===== src/ire_pkg.sv =====
/*
 * constants shared by both ends of the interrupt recognition and entry link:
 * level codes, vector numbers, status word layout, frame formats.
 * assumes a single 200 MHz clock and nothing else.
 */
package ire_pkg;
    localparam int LVL_W = 3;
    localparam logic [2:0] LVL_NONE = 3'h0;
    localparam logic [2:0] LVL_NMI = 3'h7;
    localparam int VEC_W = 8;
    localparam logic [7:0] VEC_SPURIOUS = 8'h18;   // 24
    localparam logic [7:0] VEC_AUTO_BASE = 8'h18;  // autovector = base + level
    localparam logic [7:0] VEC_UNINIT = 8'h0f;     // 15
    localparam int VEC_SHIFT = 2;                  // one longword per entry
    localparam int SR_T1 = 15;                     // trace_ctl_hi
    localparam int SR_T0 = 14;                     // trace_ctl_lo
    localparam int SR_S = 13;
    localparam int SR_M = 12;
    localparam int SR_MASK_HI = 10;
    localparam int SR_MASK_LO = 8;
    localparam logic [15:0] SR_RESET = 16'h2700;
    localparam logic [3:0] FMT_NORMAL = 4'h0;
    localparam logic [3:0] FMT_THROWAWAY = 4'h1;
    localparam logic [3:0] FMT_CP_MID = 4'h9;
    localparam logic [2:0] IDX_CP = 3'h0;          // frame word slots
    localparam logic [2:0] IDX_PC = 3'h1;
    localparam logic [2:0] IDX_SR = 3'h2;
    localparam logic [2:0] IDX_FMT = 3'h3;
    localparam logic [2:0] IDX_TPC = 3'h4;
    localparam logic [2:0] IDX_TSR = 3'h5;
    localparam logic [2:0] IDX_TFMT = 3'h6;
endpackage : ire_pkg

===== src/ire_link_if.sv =====
/*
 * link between the processor end and the interrupt encoder end.
 * assumes both ends run on the same sys_clk.
 */
`timescale 1ns/10ps
`default_nettype none
interface ire_link_if;
    logic [2:0] irq_level_in;     // encoded request level
    logic irq_waiting_out;        // pending indication
    logic ack_req;                // acknowledge cycle running
    logic first_bus_state;        // first cycle of acknowledge
    logic [2:0] ack_level;        // serviced level on A3..A1
    logic ack_done;               // cycle terminated
    logic [7:0] vector_num;       // device-supplied vector
    logic auto_vector_req;        // use autovector
    logic bus_error;              // spurious termination
    modport dev (
        input irq_level_in, ack_done, vector_num, auto_vector_req, bus_error,
        output irq_waiting_out, ack_req, first_bus_state, ack_level
    );
    modport req (
        output irq_level_in, ack_done, vector_num, auto_vector_req, bus_error,
        input irq_waiting_out, ack_req, first_bus_state, ack_level
    );
endinterface : ire_link_if
`default_nettype wire


===== src/ire_cpu_end.sv =====
/*
 * processor end: recognises prioritised interrupt levels, raises the
 * pending output, runs the acknowledge, stacks context and hands the
 * vector address to the core.
 * assumes the core pulses instr_boundary once per instruction and
 * prefetch2 at the second prefetch after entry, and drains push_* at
 * one word per cycle.
 */
//
// What this block does
// - three-bit level, zero none, seven highest
// - accept level seen on two samples
// - requester holds level until acknowledged
// - shared-level devices hold until own acknowledge
// - pending only when level exceeds mask
// - level seven edge-triggered, ignores mask
// - masks six and seven differ only there
// - lowering mask re-recognises held level
// - assert pending output when request pending
// - check pending per instruction and prefetch
// - drop pending at acknowledge first state
// - build option removes pending output
// - entry saves status, supervisor, no trace, mask
// - acknowledge drives serviced level on address
// - autovector gives twenty-four plus level
// - bus error gives spurious vector 24
// - push next PC, saved status, offset
// - coprocessor mid-instruction stacks extra state
// - master stack adds format one frame
// - load vector, prefetch, resume in handler
// - uninitialised peripheral returns vector 15
// - trace taken before interrupt
`timescale 1ns/10ps
`default_nettype none
module ire_cpu_end #(
    parameter bit HAS_WAITING_PIN = 1'b1
) (
    input wire logic sys_clk,
    input wire logic rst,
    ire_link_if.dev link,
    input wire logic instr_boundary,
    input wire logic prefetch2,
    input wire logic trace_pending,
    input wire logic cp_mid,
    input wire logic [31:0] cp_state,
    input wire logic [31:0] next_pc,
    input wire logic [31:0] vbr,
    input wire logic sr_wr,
    input wire logic [15:0] sr_wr_data,
    output logic [15:0] processor_status_word,
    output logic trace_take,
    output logic push_valid,
    output logic push_isp,
    output logic [31:0] push_data,
    output logic vec_fetch,
    output logic [31:0] vec_addr
);
    import ire_pkg::*;

    typedef enum logic [5:0] {
        ST_IDLE = 6'b000001,
        ST_ENTRY = 6'b000010,
        ST_ACK = 6'b000100,
        ST_STACK = 6'b001000,
        ST_VECTOR = 6'b010000,
        ST_RESUME = 6'b100000
    } ire_state_type;

    ire_state_type state_ff;
    ire_state_type nxt_state;
    logic [2:0] lvl;
    logic [2:0] prev_lvl_ff;
    logic [2:0] pend_lvl_ff;
    logic [2:0] svc_lvl_ff;
    logic waiting_ff;
    logic [15:0] sr_ff;
    logic [15:0] sr_copy_ff;
    logic [7:0] vec_ff;
    logic [2:0] idx_ff;
    logic m_ff;
    logic cp_ff;
    logic ack_req_ff;
    logic first_ff;
    logic waiting_pin_ff;
    logic trace_take_ff;
    logic push_valid_ff;
    logic push_isp_ff;
    logic [31:0] push_data_ff;
    logic vec_fetch_ff;
    logic [31:0] vec_addr_ff;
    logic [31:0] word;

    ire_level_sync u_sync (
        .sys_clk(sys_clk),
        .rst(rst),
        .lvl_async(link.irq_level_in),
        .lvl_valid(lvl)
    );

    // recognition: comparison against mask, plus rising edge into level 7
    wire [2:0] mask = sr_ff[SR_MASK_HI:SR_MASK_LO];
    wire above_mask = (lvl > mask);
    wire nmi_edge = (lvl == LVL_NMI) && (prev_lvl_ff != LVL_NMI);
    wire pend_now = above_mask | nmi_edge;
    wire nxt_waiting = first_ff ? pend_now : (waiting_ff | pend_now);
    wire take_now = instr_boundary & waiting_ff & ~trace_pending;
    wire trace_first = instr_boundary & waiting_ff & trace_pending;

    // vector selection at the end of the acknowledge
    wire [7:0] auto_vec = VEC_AUTO_BASE + {5'h00, svc_lvl_ff};
    wire [7:0] nxt_vec = link.bus_error ? VEC_SPURIOUS :
        (link.auto_vector_req ? auto_vec : link.vector_num);
    wire [11:0] offset = {2'b00, vec_ff, 2'b00};
    wire [31:0] table_addr = vbr + {22'h000000, vec_ff, 2'b00};

    // frame word order: cp state, pc, sr, format/offset, then throwaway copy
    wire [2:0] idx_first = cp_ff ? IDX_CP : IDX_PC;
    wire [2:0] idx_last = m_ff ? IDX_TFMT : IDX_FMT;
    wire [3:0] fmt_master = cp_ff ? FMT_CP_MID : FMT_NORMAL;
    wire [15:0] sr_forced_s = sr_copy_ff | (16'h0001 << SR_S);

    // entry status: supervisor, tracing off, mask at serviced level, M cleared
    logic [15:0] sr_entry;
    always_comb
    begin
        sr_entry = sr_ff;
        sr_entry[SR_S] = 1'b1;
        sr_entry[SR_T1] = 1'b0;
        sr_entry[SR_T0] = 1'b0;
        sr_entry[SR_M] = 1'b0;
        sr_entry[SR_MASK_HI:SR_MASK_LO] = pend_lvl_ff;
    end

    // word pushed for the current slot
    always_comb
    begin
        case (idx_ff)
            IDX_CP: word = cp_state;
            IDX_PC: word = next_pc;
            IDX_SR: word = {16'h0000, sr_copy_ff};
            IDX_FMT: word = {16'h0000, fmt_master, offset};
            IDX_TPC: word = next_pc;
            IDX_TSR: word = {16'h0000, sr_forced_s};
            IDX_TFMT: word = {16'h0000, FMT_THROWAWAY, offset};
            default: word = 32'h00000000;
        endcase
    end

    // sequencer
    always_comb
    begin
        nxt_state = state_ff;
        case (state_ff)
            ST_IDLE:
            begin
                if (take_now)
                    nxt_state = ST_ENTRY;
            end
            ST_ENTRY: nxt_state = ST_ACK;
            ST_ACK:
            begin
                if (link.ack_done)
                    nxt_state = ST_STACK;
            end
            ST_STACK:
            begin
                if (idx_ff == idx_last)
                    nxt_state = ST_VECTOR;
            end
            ST_VECTOR: nxt_state = ST_RESUME;
            ST_RESUME:
            begin
                if (prefetch2)
                    nxt_state = waiting_ff ? ST_ENTRY : ST_IDLE;
            end
            default: nxt_state = ST_IDLE;
        endcase
    end

    always_ff @(posedge sys_clk)
    begin
        state_ff <= rst ? ST_IDLE : nxt_state;
    end

    // recognition state
    always_ff @(posedge sys_clk)
    begin
        if (rst)
        begin
            prev_lvl_ff <= LVL_NONE;
            waiting_ff <= 1'b0;
            pend_lvl_ff <= LVL_NONE;
        end
        else
        begin
            prev_lvl_ff <= lvl;
            waiting_ff <= nxt_waiting;
            pend_lvl_ff <= pend_now ? lvl : pend_lvl_ff;
        end
    end

    // status word: entry update wins over a software write
    always_ff @(posedge sys_clk)
    begin
        if (rst)
            sr_ff <= SR_RESET;
        else if (state_ff == ST_ENTRY)
            sr_ff <= sr_entry;
        else if (sr_wr)
            sr_ff <= sr_wr_data;
    end

    // context captured at entry
    always_ff @(posedge sys_clk)
    begin
        if (rst)
        begin
            sr_copy_ff <= SR_RESET;
            svc_lvl_ff <= LVL_NONE;
            m_ff <= 1'b0;
            cp_ff <= 1'b0;
        end
        else if (state_ff == ST_ENTRY)
        begin
            sr_copy_ff <= sr_ff;
            svc_lvl_ff <= pend_lvl_ff;
            m_ff <= sr_ff[SR_M];
            cp_ff <= cp_mid;
        end
    end

    // acknowledge cycle outputs
    always_ff @(posedge sys_clk)
    begin
        if (rst)
        begin
            ack_req_ff <= 1'b0;
            first_ff <= 1'b0;
        end
        else
        begin
            ack_req_ff <= (nxt_state == ST_ACK);
            first_ff <= (state_ff == ST_ENTRY);
        end
    end

    // vector capture and stacking counter
    always_ff @(posedge sys_clk)
    begin
        if (rst)
            vec_ff <= VEC_SPURIOUS;
        else if (state_ff == ST_ACK && link.ack_done)
            vec_ff <= nxt_vec;
    end

    always_ff @(posedge sys_clk)
    begin
        if (rst)
            idx_ff <= IDX_PC;
        else if (state_ff == ST_ACK)
            idx_ff <= idx_first;
        else if (state_ff == ST_STACK)
            idx_ff <= idx_ff + 3'h1;
    end

    // stack pushes, vector fetch and trace hand-off
    always_ff @(posedge sys_clk)
    begin
        if (rst)
        begin
            push_valid_ff <= 1'b0;
            push_isp_ff <= 1'b0;
            push_data_ff <= 32'h00000000;
            vec_fetch_ff <= 1'b0;
            vec_addr_ff <= 32'h00000000;
            trace_take_ff <= 1'b0;
        end
        else
        begin
            push_valid_ff <= (state_ff == ST_STACK);
            push_isp_ff <= ~m_ff | (idx_ff >= IDX_TPC);
            push_data_ff <= word;
            vec_fetch_ff <= (state_ff == ST_VECTOR);
            vec_addr_ff <= (state_ff == ST_VECTOR) ? table_addr : vec_addr_ff;
            trace_take_ff <= (state_ff == ST_IDLE) & trace_first;
        end
    end

    // pending pin, tied low in the variant without it
    always_ff @(posedge sys_clk)
    begin
        waiting_pin_ff <= rst ? 1'b0 : (HAS_WAITING_PIN & nxt_waiting);
    end

    assign link.irq_waiting_out = waiting_pin_ff;
    assign link.ack_req = ack_req_ff;
    assign link.first_bus_state = first_ff;
    assign link.ack_level = svc_lvl_ff;
    assign processor_status_word = sr_ff;
    assign trace_take = trace_take_ff;
    assign push_valid = push_valid_ff;
    assign push_isp = push_isp_ff;
    assign push_data = push_data_ff;
    assign vec_fetch = vec_fetch_ff;
    assign vec_addr = vec_addr_ff;
endmodule : ire_cpu_end
`default_nettype wire


===== src/ire_level_sync.sv =====
/*
 * three-flop synchroniser for the request level; a level is accepted
 * once the second and third stages agree on all bits.
 * assumes the level comes from outside the sys_clk domain.
 */
`timescale 1ns/10ps
`default_nettype none
module ire_level_sync (
    input wire logic sys_clk,
    input wire logic rst,
    input wire logic [ire_pkg::LVL_W-1:0] lvl_async,
    output logic [ire_pkg::LVL_W-1:0] lvl_valid
);
    import ire_pkg::*;

    logic [LVL_W-1:0] s1_ff;
    logic [LVL_W-1:0] s2_ff;
    logic [LVL_W-1:0] s3_ff;
    logic [LVL_W-1:0] valid_ff;
    wire agree = (s2_ff == s3_ff);

    // per-bit shift chain, first stage feeds only the second
    genvar gi;
    generate
        for (gi = 0; gi < LVL_W; gi++)
        begin : g_bit
            always_ff @(posedge sys_clk)
            begin
                s1_ff[gi] <= rst ? 1'b0 : lvl_async[gi];
                s2_ff[gi] <= rst ? 1'b0 : s1_ff[gi];
                s3_ff[gi] <= rst ? 1'b0 : s2_ff[gi];
            end
        end
    endgenerate

    // accept only a level seen twice in a row
    always_ff @(posedge sys_clk)
    begin
        if (rst)
            valid_ff <= LVL_NONE;
        else if (agree)
            valid_ff <= s3_ff;
    end

    assign lvl_valid = valid_ff;
endmodule : ire_level_sync
`default_nettype wire


===== src/flat_wrapper.sv =====
// flat-port wrapper written by rule: the top's interface ports become plain ports
module ire_cpu_end_flat import ire_pkg::*;
#(
    parameter bit HAS_WAITING_PIN = 1'b1
)
  (sys_clk, rst, instr_boundary, prefetch2, trace_pending, cp_mid, cp_state, next_pc, vbr, sr_wr, sr_wr_data, processor_status_word, trace_take, push_valid, push_isp, push_data, vec_fetch, vec_addr, link_irq_level_in, link_ack_done, link_vector_num, link_auto_vector_req, link_bus_error, link_irq_waiting_out, link_ack_req, link_first_bus_state, link_ack_level);
  ire_link_if link_i ();
  input wire logic sys_clk;
  input wire logic rst;
  input wire logic instr_boundary;
  input wire logic prefetch2;
  input wire logic trace_pending;
  input wire logic cp_mid;
  input wire logic [31:0] cp_state;
  input wire logic [31:0] next_pc;
  input wire logic [31:0] vbr;
  input wire logic sr_wr;
  input wire logic [15:0] sr_wr_data;
  output logic [15:0] processor_status_word;
  output logic trace_take;
  output logic push_valid;
  output logic push_isp;
  output logic [31:0] push_data;
  output logic vec_fetch;
  output logic [31:0] vec_addr;
  input wire logic [$bits(link_i.irq_level_in)-1:0] link_irq_level_in;
  input wire logic [$bits(link_i.ack_done)-1:0] link_ack_done;
  input wire logic [$bits(link_i.vector_num)-1:0] link_vector_num;
  input wire logic [$bits(link_i.auto_vector_req)-1:0] link_auto_vector_req;
  input wire logic [$bits(link_i.bus_error)-1:0] link_bus_error;
  output wire logic [$bits(link_i.irq_waiting_out)-1:0] link_irq_waiting_out;
  output wire logic [$bits(link_i.ack_req)-1:0] link_ack_req;
  output wire logic [$bits(link_i.first_bus_state)-1:0] link_first_bus_state;
  output wire logic [$bits(link_i.ack_level)-1:0] link_ack_level;
  assign link_i.irq_level_in = link_irq_level_in;
  assign link_i.ack_done = link_ack_done;
  assign link_i.vector_num = link_vector_num;
  assign link_i.auto_vector_req = link_auto_vector_req;
  assign link_i.bus_error = link_bus_error;
  assign link_irq_waiting_out = link_i.irq_waiting_out;
  assign link_ack_req = link_i.ack_req;
  assign link_first_bus_state = link_i.first_bus_state;
  assign link_ack_level = link_i.ack_level;
  ire_cpu_end #(.HAS_WAITING_PIN(HAS_WAITING_PIN)) u_core (.sys_clk(sys_clk), .rst(rst), .link(link_i), .instr_boundary(instr_boundary), .prefetch2(prefetch2), .trace_pending(trace_pending), .cp_mid(cp_mid), .cp_state(cp_state), .next_pc(next_pc), .vbr(vbr), .sr_wr(sr_wr), .sr_wr_data(sr_wr_data), .processor_status_word(processor_status_word), .trace_take(trace_take), .push_valid(push_valid), .push_isp(push_isp), .push_data(push_data), .vec_fetch(vec_fetch), .vec_addr(vec_addr));
endmodule

===== config.mk =====
export PLATFORM = sky130hd
export DESIGN_NAME = ire_cpu_end_flat
export DESIGN_NICKNAME = d
export VERILOG_FILES = /design/src/ire_pkg.sv /design/src/ire_link_if.sv /design/src/ire_cpu_end.sv /design/src/ire_level_sync.sv /design/src/flat_wrapper.sv
export SDC_FILE = /design/constraint.sdc
export NUM_CORES = 1
export LEC_CHECK = 0
export ABC_AREA = 1
export BUFFER_PORTS_ARGS = -buffer_cell sky130_fd_sc_hd__buf_4
export CORE_ASPECT_RATIO = 0.9
export CORE_MARGIN = 3
export CORE_UTILIZATION = 45
export DETAILED_ROUTE_END_ITERATION = 10
export GPL_ROUTABILITY_DRIVEN = 1
export HOLD_SLACK_MARGIN = 0.1
export PLACE_DENSITY = 0.75
export SYNTH_ARGS = -nofsm -noshare
export SYNTH_HDL_FRONTEND = slang
export SYNTH_SLANG_ARGS = --single-unit

===== constraint.sdc =====
create_clock -name sys_clk -period 1.9 [get_ports sys_clk]
set_input_delay 0.475 -clock sys_clk [delete_from_list [all_inputs] [get_ports sys_clk]]
set_output_delay 0.475 -clock sys_clk [all_outputs]
set_load 0.1 [all_outputs]

After elaboration in Yosys (flattened, before gate mapping)
Index checks and enable logic that the tools add are counted.
Storage, ports and cells
  register bits after elaboration: 143
  input bits: 133
  output and inout port bits: 90
  word-level logic and storage cells: 88
Operators by class
  $add $sub $neg: 3
  $lt $le $gt $ge: 2
  equality and inequality tests: 17
  mux-type cells: 17
  bitwise logic cells: 10
  reductions and logical operators: 8
Operator list (count)
  one-hot mux 32 bit (6 select lines): 1
  one-hot mux 6 bit (6 select lines): 1
  adder 32 x 10 -> 32 bit: 1
  two-way mux 6 bit: 4
  two-way mux 11 bit: 2
  two-way mux 8 bit: 2
  == test 3 bit (second input constant): 4
  == test 6 x 3 -> 1 bit (second input constant): 2
  two-way mux 3 bit: 3
  adder 5 x 3 -> 6 bit (first input constant): 1
  == test 3 x 2 -> 1 bit (second input constant): 2
  == test 3 bit: 2
  == test 6 x 1 -> 1 bit (second input constant): 1
  == test 6 x 2 -> 1 bit (second input constant): 1
  == test 6 x 4 -> 1 bit (second input constant): 1
  == test 6 x 5 -> 1 bit (second input constant): 1
  == test 6 bit (second input constant): 1
  bitwise AND 1 bit: 4
  two-way mux 4 bit: 1
  nonzero test 2 bit: 2
  OR reduction 2 bit: 2
  adder 3 x 1 -> 3 bit (second input constant): 1
  == test 3 x 1 -> 1 bit (second input constant): 1
  >= comparator 3 bit (second input constant): 1
  9 further kinds: 15

Longest topological paths before layout
Gate-level depths: netlist of run 1.
  word-level depth: 5
  mapped depth: 14
  gate-level depth less buffers: 13

By module
From an unflattened synthesis of run 1, not the netlist that was laid out.
Unflattened totals
  cells, all modules: 958
  area, all modules: 6794.0 um^2
Modules (own cells, without submodules)
  ire_cpu_end: times used 1, cells an instance 901, area an instance 6352.3 um^2, sequential area each 2602.5 um^2
  ire_level_sync: times used 1, cells an instance 57, area an instance 441.7 um^2, sequential area each 240.2 um^2

Worst setup path before layout of run 1
No wires, ideal clock.
  path kind: reg-to-reg
  start: reg u_core.sr_ff[10], in the netlist u_core.processor_status_word[10]
  end: reg u_core.pend_lvl_ff[0]
  setup time: 136 ps
  data arrival time: 2102 ps
  required time: 1764 ps
  path slack: -338 ps
  cell stages (with the launch flop): 9
  path buffers: 0
  period minus slack after synthesis: 2238 ps
  cells stage by stage: dfxtp_1 -> inv_1 -> ha_1 -> a21oi_1 -> o21ai_0 -> nand2_1 -> o21ai_0 -> o21ai_0 -> a21oi_1
Between the ends
  longest elaborated chain between the ends: 2
Ends and longest elaborated chain
  from (decl): line ire_cpu_end.sv:76  | logic [15:0] sr_ff;
  from (signal assigned): line ire_cpu_end.sv:208  | sr_ff <= sr_entry;
  from (signal assigned): line ire_cpu_end.sv:210  | sr_ff <= sr_wr_data;
  greater-than comparator 3 bit: line ire_cpu_end.sv:102  | wire above_mask = (lvl > mask);
  OR 1 bit: line ire_cpu_end.sv:104  | wire pend_now = above_mask | nmi_edge;
  to (signal assigned): line ire_cpu_end.sv:198  | pend_lvl_ff <= pend_now ? lvl : pend_lvl_ff;
  to (decl): line ire_cpu_end.sv:73  | logic [2:0] pend_lvl_ff;
No other way between the ends.
A chain may end at the register's enable or synchronous reset.

Worst setup path in the final report of run 1
  start: reg u_core.vec_ff[0]
  end: reg u_core.vec_addr_ff[16], in the netlist u_core.vec_addr[16]
Between the ends
  longest elaborated chain between the ends: 1
Ends and longest elaborated chain
  from (decl): line ire_cpu_end.sv:78  | logic [7:0] vec_ff;
  from (signal assigned): line ire_cpu_end.sv:253  | vec_ff <= nxt_vec;
  adder 32 x 10 -> 32 bit: line ire_cpu_end.sv:114  | wire [31:0] table_addr = vbr + {22'h000000, vec_ff, 2'b00};
  to (signal assigned): line ire_cpu_end.sv:284  | vec_addr_ff <= (state_ff == ST_VECTOR) ? table_addr : vec_addr_ff;
  to (decl): line ire_cpu_end.sv:90  | logic [31:0] vec_addr_ff;
No other way between the ends.

==> results of run 1 <==
==> worst min-delay path, cell delays in order <==
cell	delay, ps
buf_4	70
inv_1	30
nor2_1	60
==> what timing repair did <==
item                       4_1_cts  5_1_grt
setup endpoints to repair        5       44
pin swaps                        0        2
cloned                           0        2
buffers inserted                 0        2
gates resized for setup          1       19
==> worst min-delay path by stage <==
| stage | from | endpoint | depth (start not counted) |
|---|---|---|---|
| 6_report | link_irq_level_in[0] | u_core.u_sync.s1_ff[0] | 3 |
| 5_1_grt | sr_wr_data[13] | u_core.processor_status_word[13] | 3 |
| 4_1_cts | link_irq_level_in[1] | u_core.u_sync.s1_ff[1] | 3 |
| 2_1_floorplan | u_core.u_sync.s1_ff[0] | u_core.u_sync.s2_ff[0] | 2 |
| 3_5_place_dp | u_core.u_sync.s1_ff[2] | u_core.u_sync.s2_ff[2] | 2 |
| 3_3_place_gp | u_core.u_sync.s1_ff[1] | u_core.u_sync.s2_ff[1] | 2 |
==> state kept, by name (all words and copies together) (netlist names), 6 cells and up <==
| signal | count |
|---|---|
| u_core.processor_status_word | 16 |
| u_core.push_data | 32 |
| u_core.sr_copy_ff | 16 |
| u_core.state_ff | 6 |
| u_core.vec_addr | 32 |
| u_core.vec_ff | 8 |
==> Yosys cell counts (all sizes together), types with 4 or more instances <==
cell    instances  area, um^2
a211oi          6        55.1
a21oi          33         173
a221oi          8        70.1
a22oi          20         150
buf            25         179
clkbuf          8        30.0
dfxtp         142        2840
ha             17         213
inv           140         528
nand2         206         793
nand3          66         353
nand3b          5        37.5
nand4          14         118
nor2          164         673
nor3            8        40.0
o211ai          7        52.6
o21ai          53         265
o22ai           4        25.0
xnor2           4        35.0
xor2            4        35.0
==> layout make-up <==
cell class                 count  area [um^2]  area share [%]
clock inverter                12          148            1.55
timing repair buffer         258         1990            21.0
sequential                   142         2850            30.0
tap                          193          241            2.54
multi-input combinational    634         3280            34.5
inverter                     140          531            5.59
clock buffer                  20          457            4.81
==> routing by layer <==
| metal | vias up | routed length (um) | part of all wire (%) |
|---|---|---|---|
| met1 | 3120 | 9710 | 45 |
| met5 | - | 0 | 0 |
| met3 | 26 | 1340 | 6.3 |
| li1 | 3530 | - | - |
| met2 | 237 | 9910 | 46 |
| met4 | 0 | 440 | 2.1 |
==> logic make-up (layout without fill, tap and decap cells) <==
kind of cell               after synthesis  after routing
buffers and inverters                  173            430
AOI/OAI and AO/OA                      139            139
xor gates and xnor gates                 8              8
adders and majority gates               18             18
DFF                                    142            142
and+or+nand+nor                        468            469
==> stage by stage <==
stage,power (mW),hold WS [ps]
floorplan,3.89,388
global placement,4.32,390
detailed placement,4.33,395
CTS,7.69,239
global route,7.92,253
finish,7.68,250
==> power by group <==
group	switching, mW	internal [mW]	leakage, nW	total, mW
Sequential	0.0431	3.06	1.16	3.10
Combinational	0.792	0.395	3.32	1.19
Clock	1.36	2.03	0.284	3.39
==> flow_summary.json, run 1 <==
{
  "gp_congestion": 0.918,
  "tns_ps": 0,
  "dr.pass1.iters": 5,
  "r2r_end": "u_core.vec_addr[16]",
  "layout_common_cells": "254 x buf_4, 196 x nand2_1, 151 x nor2_1, 138 x dfxtp_1, 130 x inv_1",
  "arrival_ps": 2120,
  "dp.cells": 1363,
  "cts_root_buffer": "clkbuf_16",
  "synth_edf_count": 0,
  "worstSetupPathType": "reg2reg",
  "synthMuxAreaShare_pct": 0,
  "cts_buffer_depth": 2,
  "cts_htree_levels": 4,
  "ys_warn_count": 0,
  "cp_top_family": "simple AND/OR/NAND/NOR gates",
  "slew_violations": 0,
  "synth_top_family_by_area": "simple AND/OR/NAND/NOR gates",
  "critPathBufInv": 3,
  "worstPathRequired_ps": 2220,
  "core_um2": 14400,
  "finalSetupViolations": 0,
  "grt_pass1_vias": 6364,
  "vias": 6913,
  "fillers": 1316,
  "grt_overflow": 0,
  "clk_latency_ps": 420,
  "crit_start": "u_core.vec_ff[0]",
  "post_drt_wl_per_cell_um": 15.3,
  "fin_util_pct": 66.1,
  "dieWidth_um": 135,
  "path_depth": 13,
  "synth_fp_nets": 1099,
  "leakagePower_nw": 4.76,
  "ys.flop_type": "dfxtp_1",
  "initial_utilization_pct": 47.2,
  "grt_use_met3_pct": 6.11,
  "layout_commonest_cell": "buf_4",
  "synth_area_um2": 6780,
  "cts_made_buffers": 17,
  "rows": 41,
  "drtIter0Drc": 531,
  "fmax_mhz": 558,
  "drc": 0,
  "synth_seq_cells": 142,
  "ant_nets": 0,
  "dpl_worst_slack_ps": -185,
  "die_area_um2": 16600,
  "grtUsageMet2_pct": 39.3,
  "tightest_slew_ps": 701,
  "yosysSeqAreaShare_pct": 41.9,
  "dp_hpwl_mm": 16.3,
  "slew_headroom_pct": 52.7,
  "ioPinCount": 223,
  "grt_max_degree": 35,
  "holdBufCountCts": 0,
  "clock-sinks": 142,
  "async_flop_share_pct": 0,
  "place_area_um2": 8770,
  "fin_cells": 1399,
  "cp-end-kind": "flop",
  "met1_usage_pct": 33.6,
  "synth_cells": 948,
  "finClkSkew_ps": 10.5,
  "busiest_layer": "met2",
  "drive_gt1_share_pct": 28.5,
  "cap_violations": 0,
  "cts_tree": "yes",
  "max_stage_delay_ps": 390,
  "powerDensity_nw_per_um2": 809,
  "regToRegStartpoint": "u_core.vec_ff[0]",
  "outcome": "complete, no violations",
  "cp-start-kind": "flop",
  "clkTransAtPathRegs_ps": 60,
  "synth_cell_types": 42,
  "antenna_found_initial": 0,
  "critical_path.max_fanout": 6,
  "hp-class": "in2reg",
  "synth_fa_ha_area_share_pct": 3.43,
  "syn_to_final_growth_pct": 40.1,
  "crit_chain": "ha_4, inv_1, fa_2, nor2_2, nor2_2, inv_2, nand2_4, nand2_4, nand3_1, nand2_1, nand3_1, nand2_1, inv_1",
  "rsz0062_at_grt": "no",
  "synth_xor_area_share_pct": 1.03,
  "synth_compound_area_share_pct": 12.6,
  "stdcell_area_um2": 9500,
  "antennaDiodeCount": 0,
  "crit_end": "u_core.vec_addr[16]",
  "synth-simple-area-share_pct": 30.2,
  "finalHoldViolCount": 0,
  "die_h_um": 122,
  "syn_avg_cell_area_um2": 7.15,
  "cp_slowest_cell": "fa_2",
  "worstRegToRegCells": 13,
  "grt.total_usage_pct": 24.8,
  "ir_worst_vdd_uv": 741,
  "period_minus_slack_ps": 1790,
  "nets": 1344,
  "grt_pass1_wl_mm": 32.2,
  "avgViaCountPerCell": 4.94,
  "reg2reg_slack_ps": 110,
  "wl_mm": 21.4,
  "fin_crit_sh_pct": 94.3,
  "io_buffers": 222,
  "setup_ws_ps": 108
}
Note: power is estimated with default switching activity, not from simulation.
==> run 2: changes to the inputs <==
PLACE_DENSITY = 0.72   (was 0.75)
clock period = 1.7 ns   (was 1.9 ns; I/O delays follow)
==> flow_summary.json, run 2 (synthesis results as in run 1) <==
{
  "syn_to_final_growth_pct": 46.8,
  "drive_gt1_share_pct": 33.1,
  "violations": "setup timing",
  "nets": 1363,
  "clkTransAtPathRegs_ps": 60,
  "seqPwrFrac_pct": 40.0,
  "cts_made_buffers": 17,
  "antenna_found_initial": 0,
  "swShare_pct": 28.6,
  "combPwrFrac_pct": 16.1,
  "rows": 41,
  "rsz0062_at_grt": "yes",
  "finalHoldViolCount": 0,
  "p_int_mw": 6.19,
  "critical_path.max_fanout": 6,
  "slew_violations": 0,
  "layout_common_cells": "266 x buf_4, 184 x nand2_1, 149 x nor2_1, 132 x dfxtp_1, 129 x inv_1",
  "ir_worst_vdd_uv": 825,
  "arrival_ps": 2070,
  "setup_ws_ps": -40.6,
  "min-delay-start": "link_irq_level_in[1]",
  "cap_violations": 0,
  "grt.total_usage_pct": 25.6,
  "cp-end-kind": "flop",
  "r2r_end": "u_core.vec_addr[16]",
  "grt_pass1_vias": 6540,
  "ioPinCount": 223,
  "die_area_um2": 16600,
  "period_minus_slack_ps": 1740,
  "worstSetupPathType": "reg2reg",
  "cts_buffer_depth": 2,
  "outcome": "complete, but fails checks",
  "drc": 0,
  "grt_max_degree": 38,
  "dpl_worst_slack_ps": -363,
  "finClkSkew_ps": 13.8,
  "tns_ps": -143,
  "powerDensity_nw_per_um2": 870,
  "drtIter0Drc": 428,
  "cts_htree_levels": 4,
  "regToRegStartpoint": "u_core.vec_ff[0]",
  "ant_nets": 0,
  "tightest_slew_ps": 441,
  "finalSetupViolations": 6,
  "hold_depth": 3,
  "grt_use_met3_pct": 5.37,
  "dp.cells": 1377,
  "place_area_um2": 8920,
  "clock-sinks": 142,
  "layout_commonest_cell": "buf_4",
  "total_power_mw": 8.66,
  "wl_mm": 22.0,
  "fin_cells": 1418,
  "initial_utilization_pct": 47.2,
  "clk_latency_ps": 430,
  "dr.pass1.iters": 5,
  "leakagePower_nw": 4.92,
  "avgViaCountPerCell": 5.01,
  "fin_crit_sh_pct": 102,
  "grtUsageMet2_pct": 40.9,
  "grt_overflow": 0,
  "grt_pass1_wl_mm": 33.3,
  "holdBufCountCts": 0,
  "met1_usage_pct": 35.1,
  "timing.hold.worst_endpoint": "u_core.u_sync.s1_ff[1]",
  "reg2reg_slack_ps": -40,
  "worstRegToRegCells": 13,
  "vias": 7110,
  "dp_hpwl_mm": 16.1,
  "cp-start-kind": "flop",
  "cts_root_buffer": "clkbuf_16",
  "fmax_mhz": 575,
  "power.net_switching_mw": 2.47,
  "die_h_um": 122,
  "stdcell_area_um2": 9960,
  "worstPathRequired_ps": 2030,
  "cts_tree": "yes",
  "antennaDiodeCount": 0,
  "hp-class": "in2reg",
  "core_um2": 14400,
  "dieWidth_um": 135,
  "gp_congestion": 0.910,
  "slew_headroom_pct": 70.6,
  "post_drt_wl_per_cell_um": 15.5,
  "busiest_layer": "met2",
  "io_buffers": 222,
  "power_frac_clock_pct": 43.8
}
==> run 2: changes by cell type in the layout (fill, tap and decap cells not counted), sizes merged <==
cell      change
clkinvlp      -1
clkinv        +2
buf          +20
inv           -2
==> run 2: power groups by stage <==
| stage | sequential (mW) | combinational, mW | clock [mW] |
|---|---|---|---|
| final | 3.47 | 1.40 | 3.80 |
| after global routing | 3.47 | 1.47 | 3.97 |
| after CTS | 3.47 | 1.38 | 3.84 |
| after detailed placement | 3.54 | 1.31 | 0 |
| after global placement | 3.54 | 1.31 | 0 |
| after floorplan | 4.03 | 0.315 | 0 |
==> run 2: worst max-delay path by stage <==
stage | to | cells past startpoint | slack (ps) | start
2_1_floorplan | u_core.vec_addr[12] | 14 | -70 | vbr[2]
3_5_place_dp | u_core.vec_addr[28] | 14 | -360 | vbr[2]
3_3_place_gp | u_core.vec_addr[28] | 14 | -330 | vbr[2]
5_1_grt | u_core.vec_addr[28] | 13 | -140 | u_core.vec_ff[0]
6_report | u_core.vec_addr[16] | 13 | -40 | u_core.vec_ff[0]
4_1_cts | u_core.vec_addr[28] | 13 | -50 | u_core.vec_ff[0]
==> run 2: cell type report <==
class	instances	area [um^2]
clock buffer	21	470
clock inverter	11	130
multi-input combinational	634	3520
tap	193	241
timing repair buffer	277	2200
sequential	142	2860
inverter	140	533
fill	1242	4410
==> run 2: timing repair <==
item | 4_1_cts | 5_1_grt
buffers inserted | 10 | 3
pin swaps | 8 | 12
endpoints found under the setup margin | 48 | 52
gates resized for setup | 29 | 51
gates cloned | 4 | 0
==> run 2: stage by stage <==
stage                     hold WS, ps  util [%]
after floorplan                   388         -
after global placement            390      62.1
after detailed placement          393      62.1
after CTS                         191      68.4
after global routing              199      69.3
final                             202      69.3
==> run 2: worst max-delay path: stages, from the launching register on <==
cell and delay (ps):
dfxtp_2 360, ha_4 130, inv_2 30, fa_2 360, nor2_4 110, nor2_4 50
inv_2 80, nand2_4 80, nand2_8 120, nand3_1 70, nand2_1 80, nand3_1 70
nand2_1 60, inv_1 30
==> run 2: layer usage <==
layer	vias to the layer above	routed length, um
li1	3571	-
met1	3224	9830
met2	283	10200
met3	32	1480
met5	-	0
met4	0	445
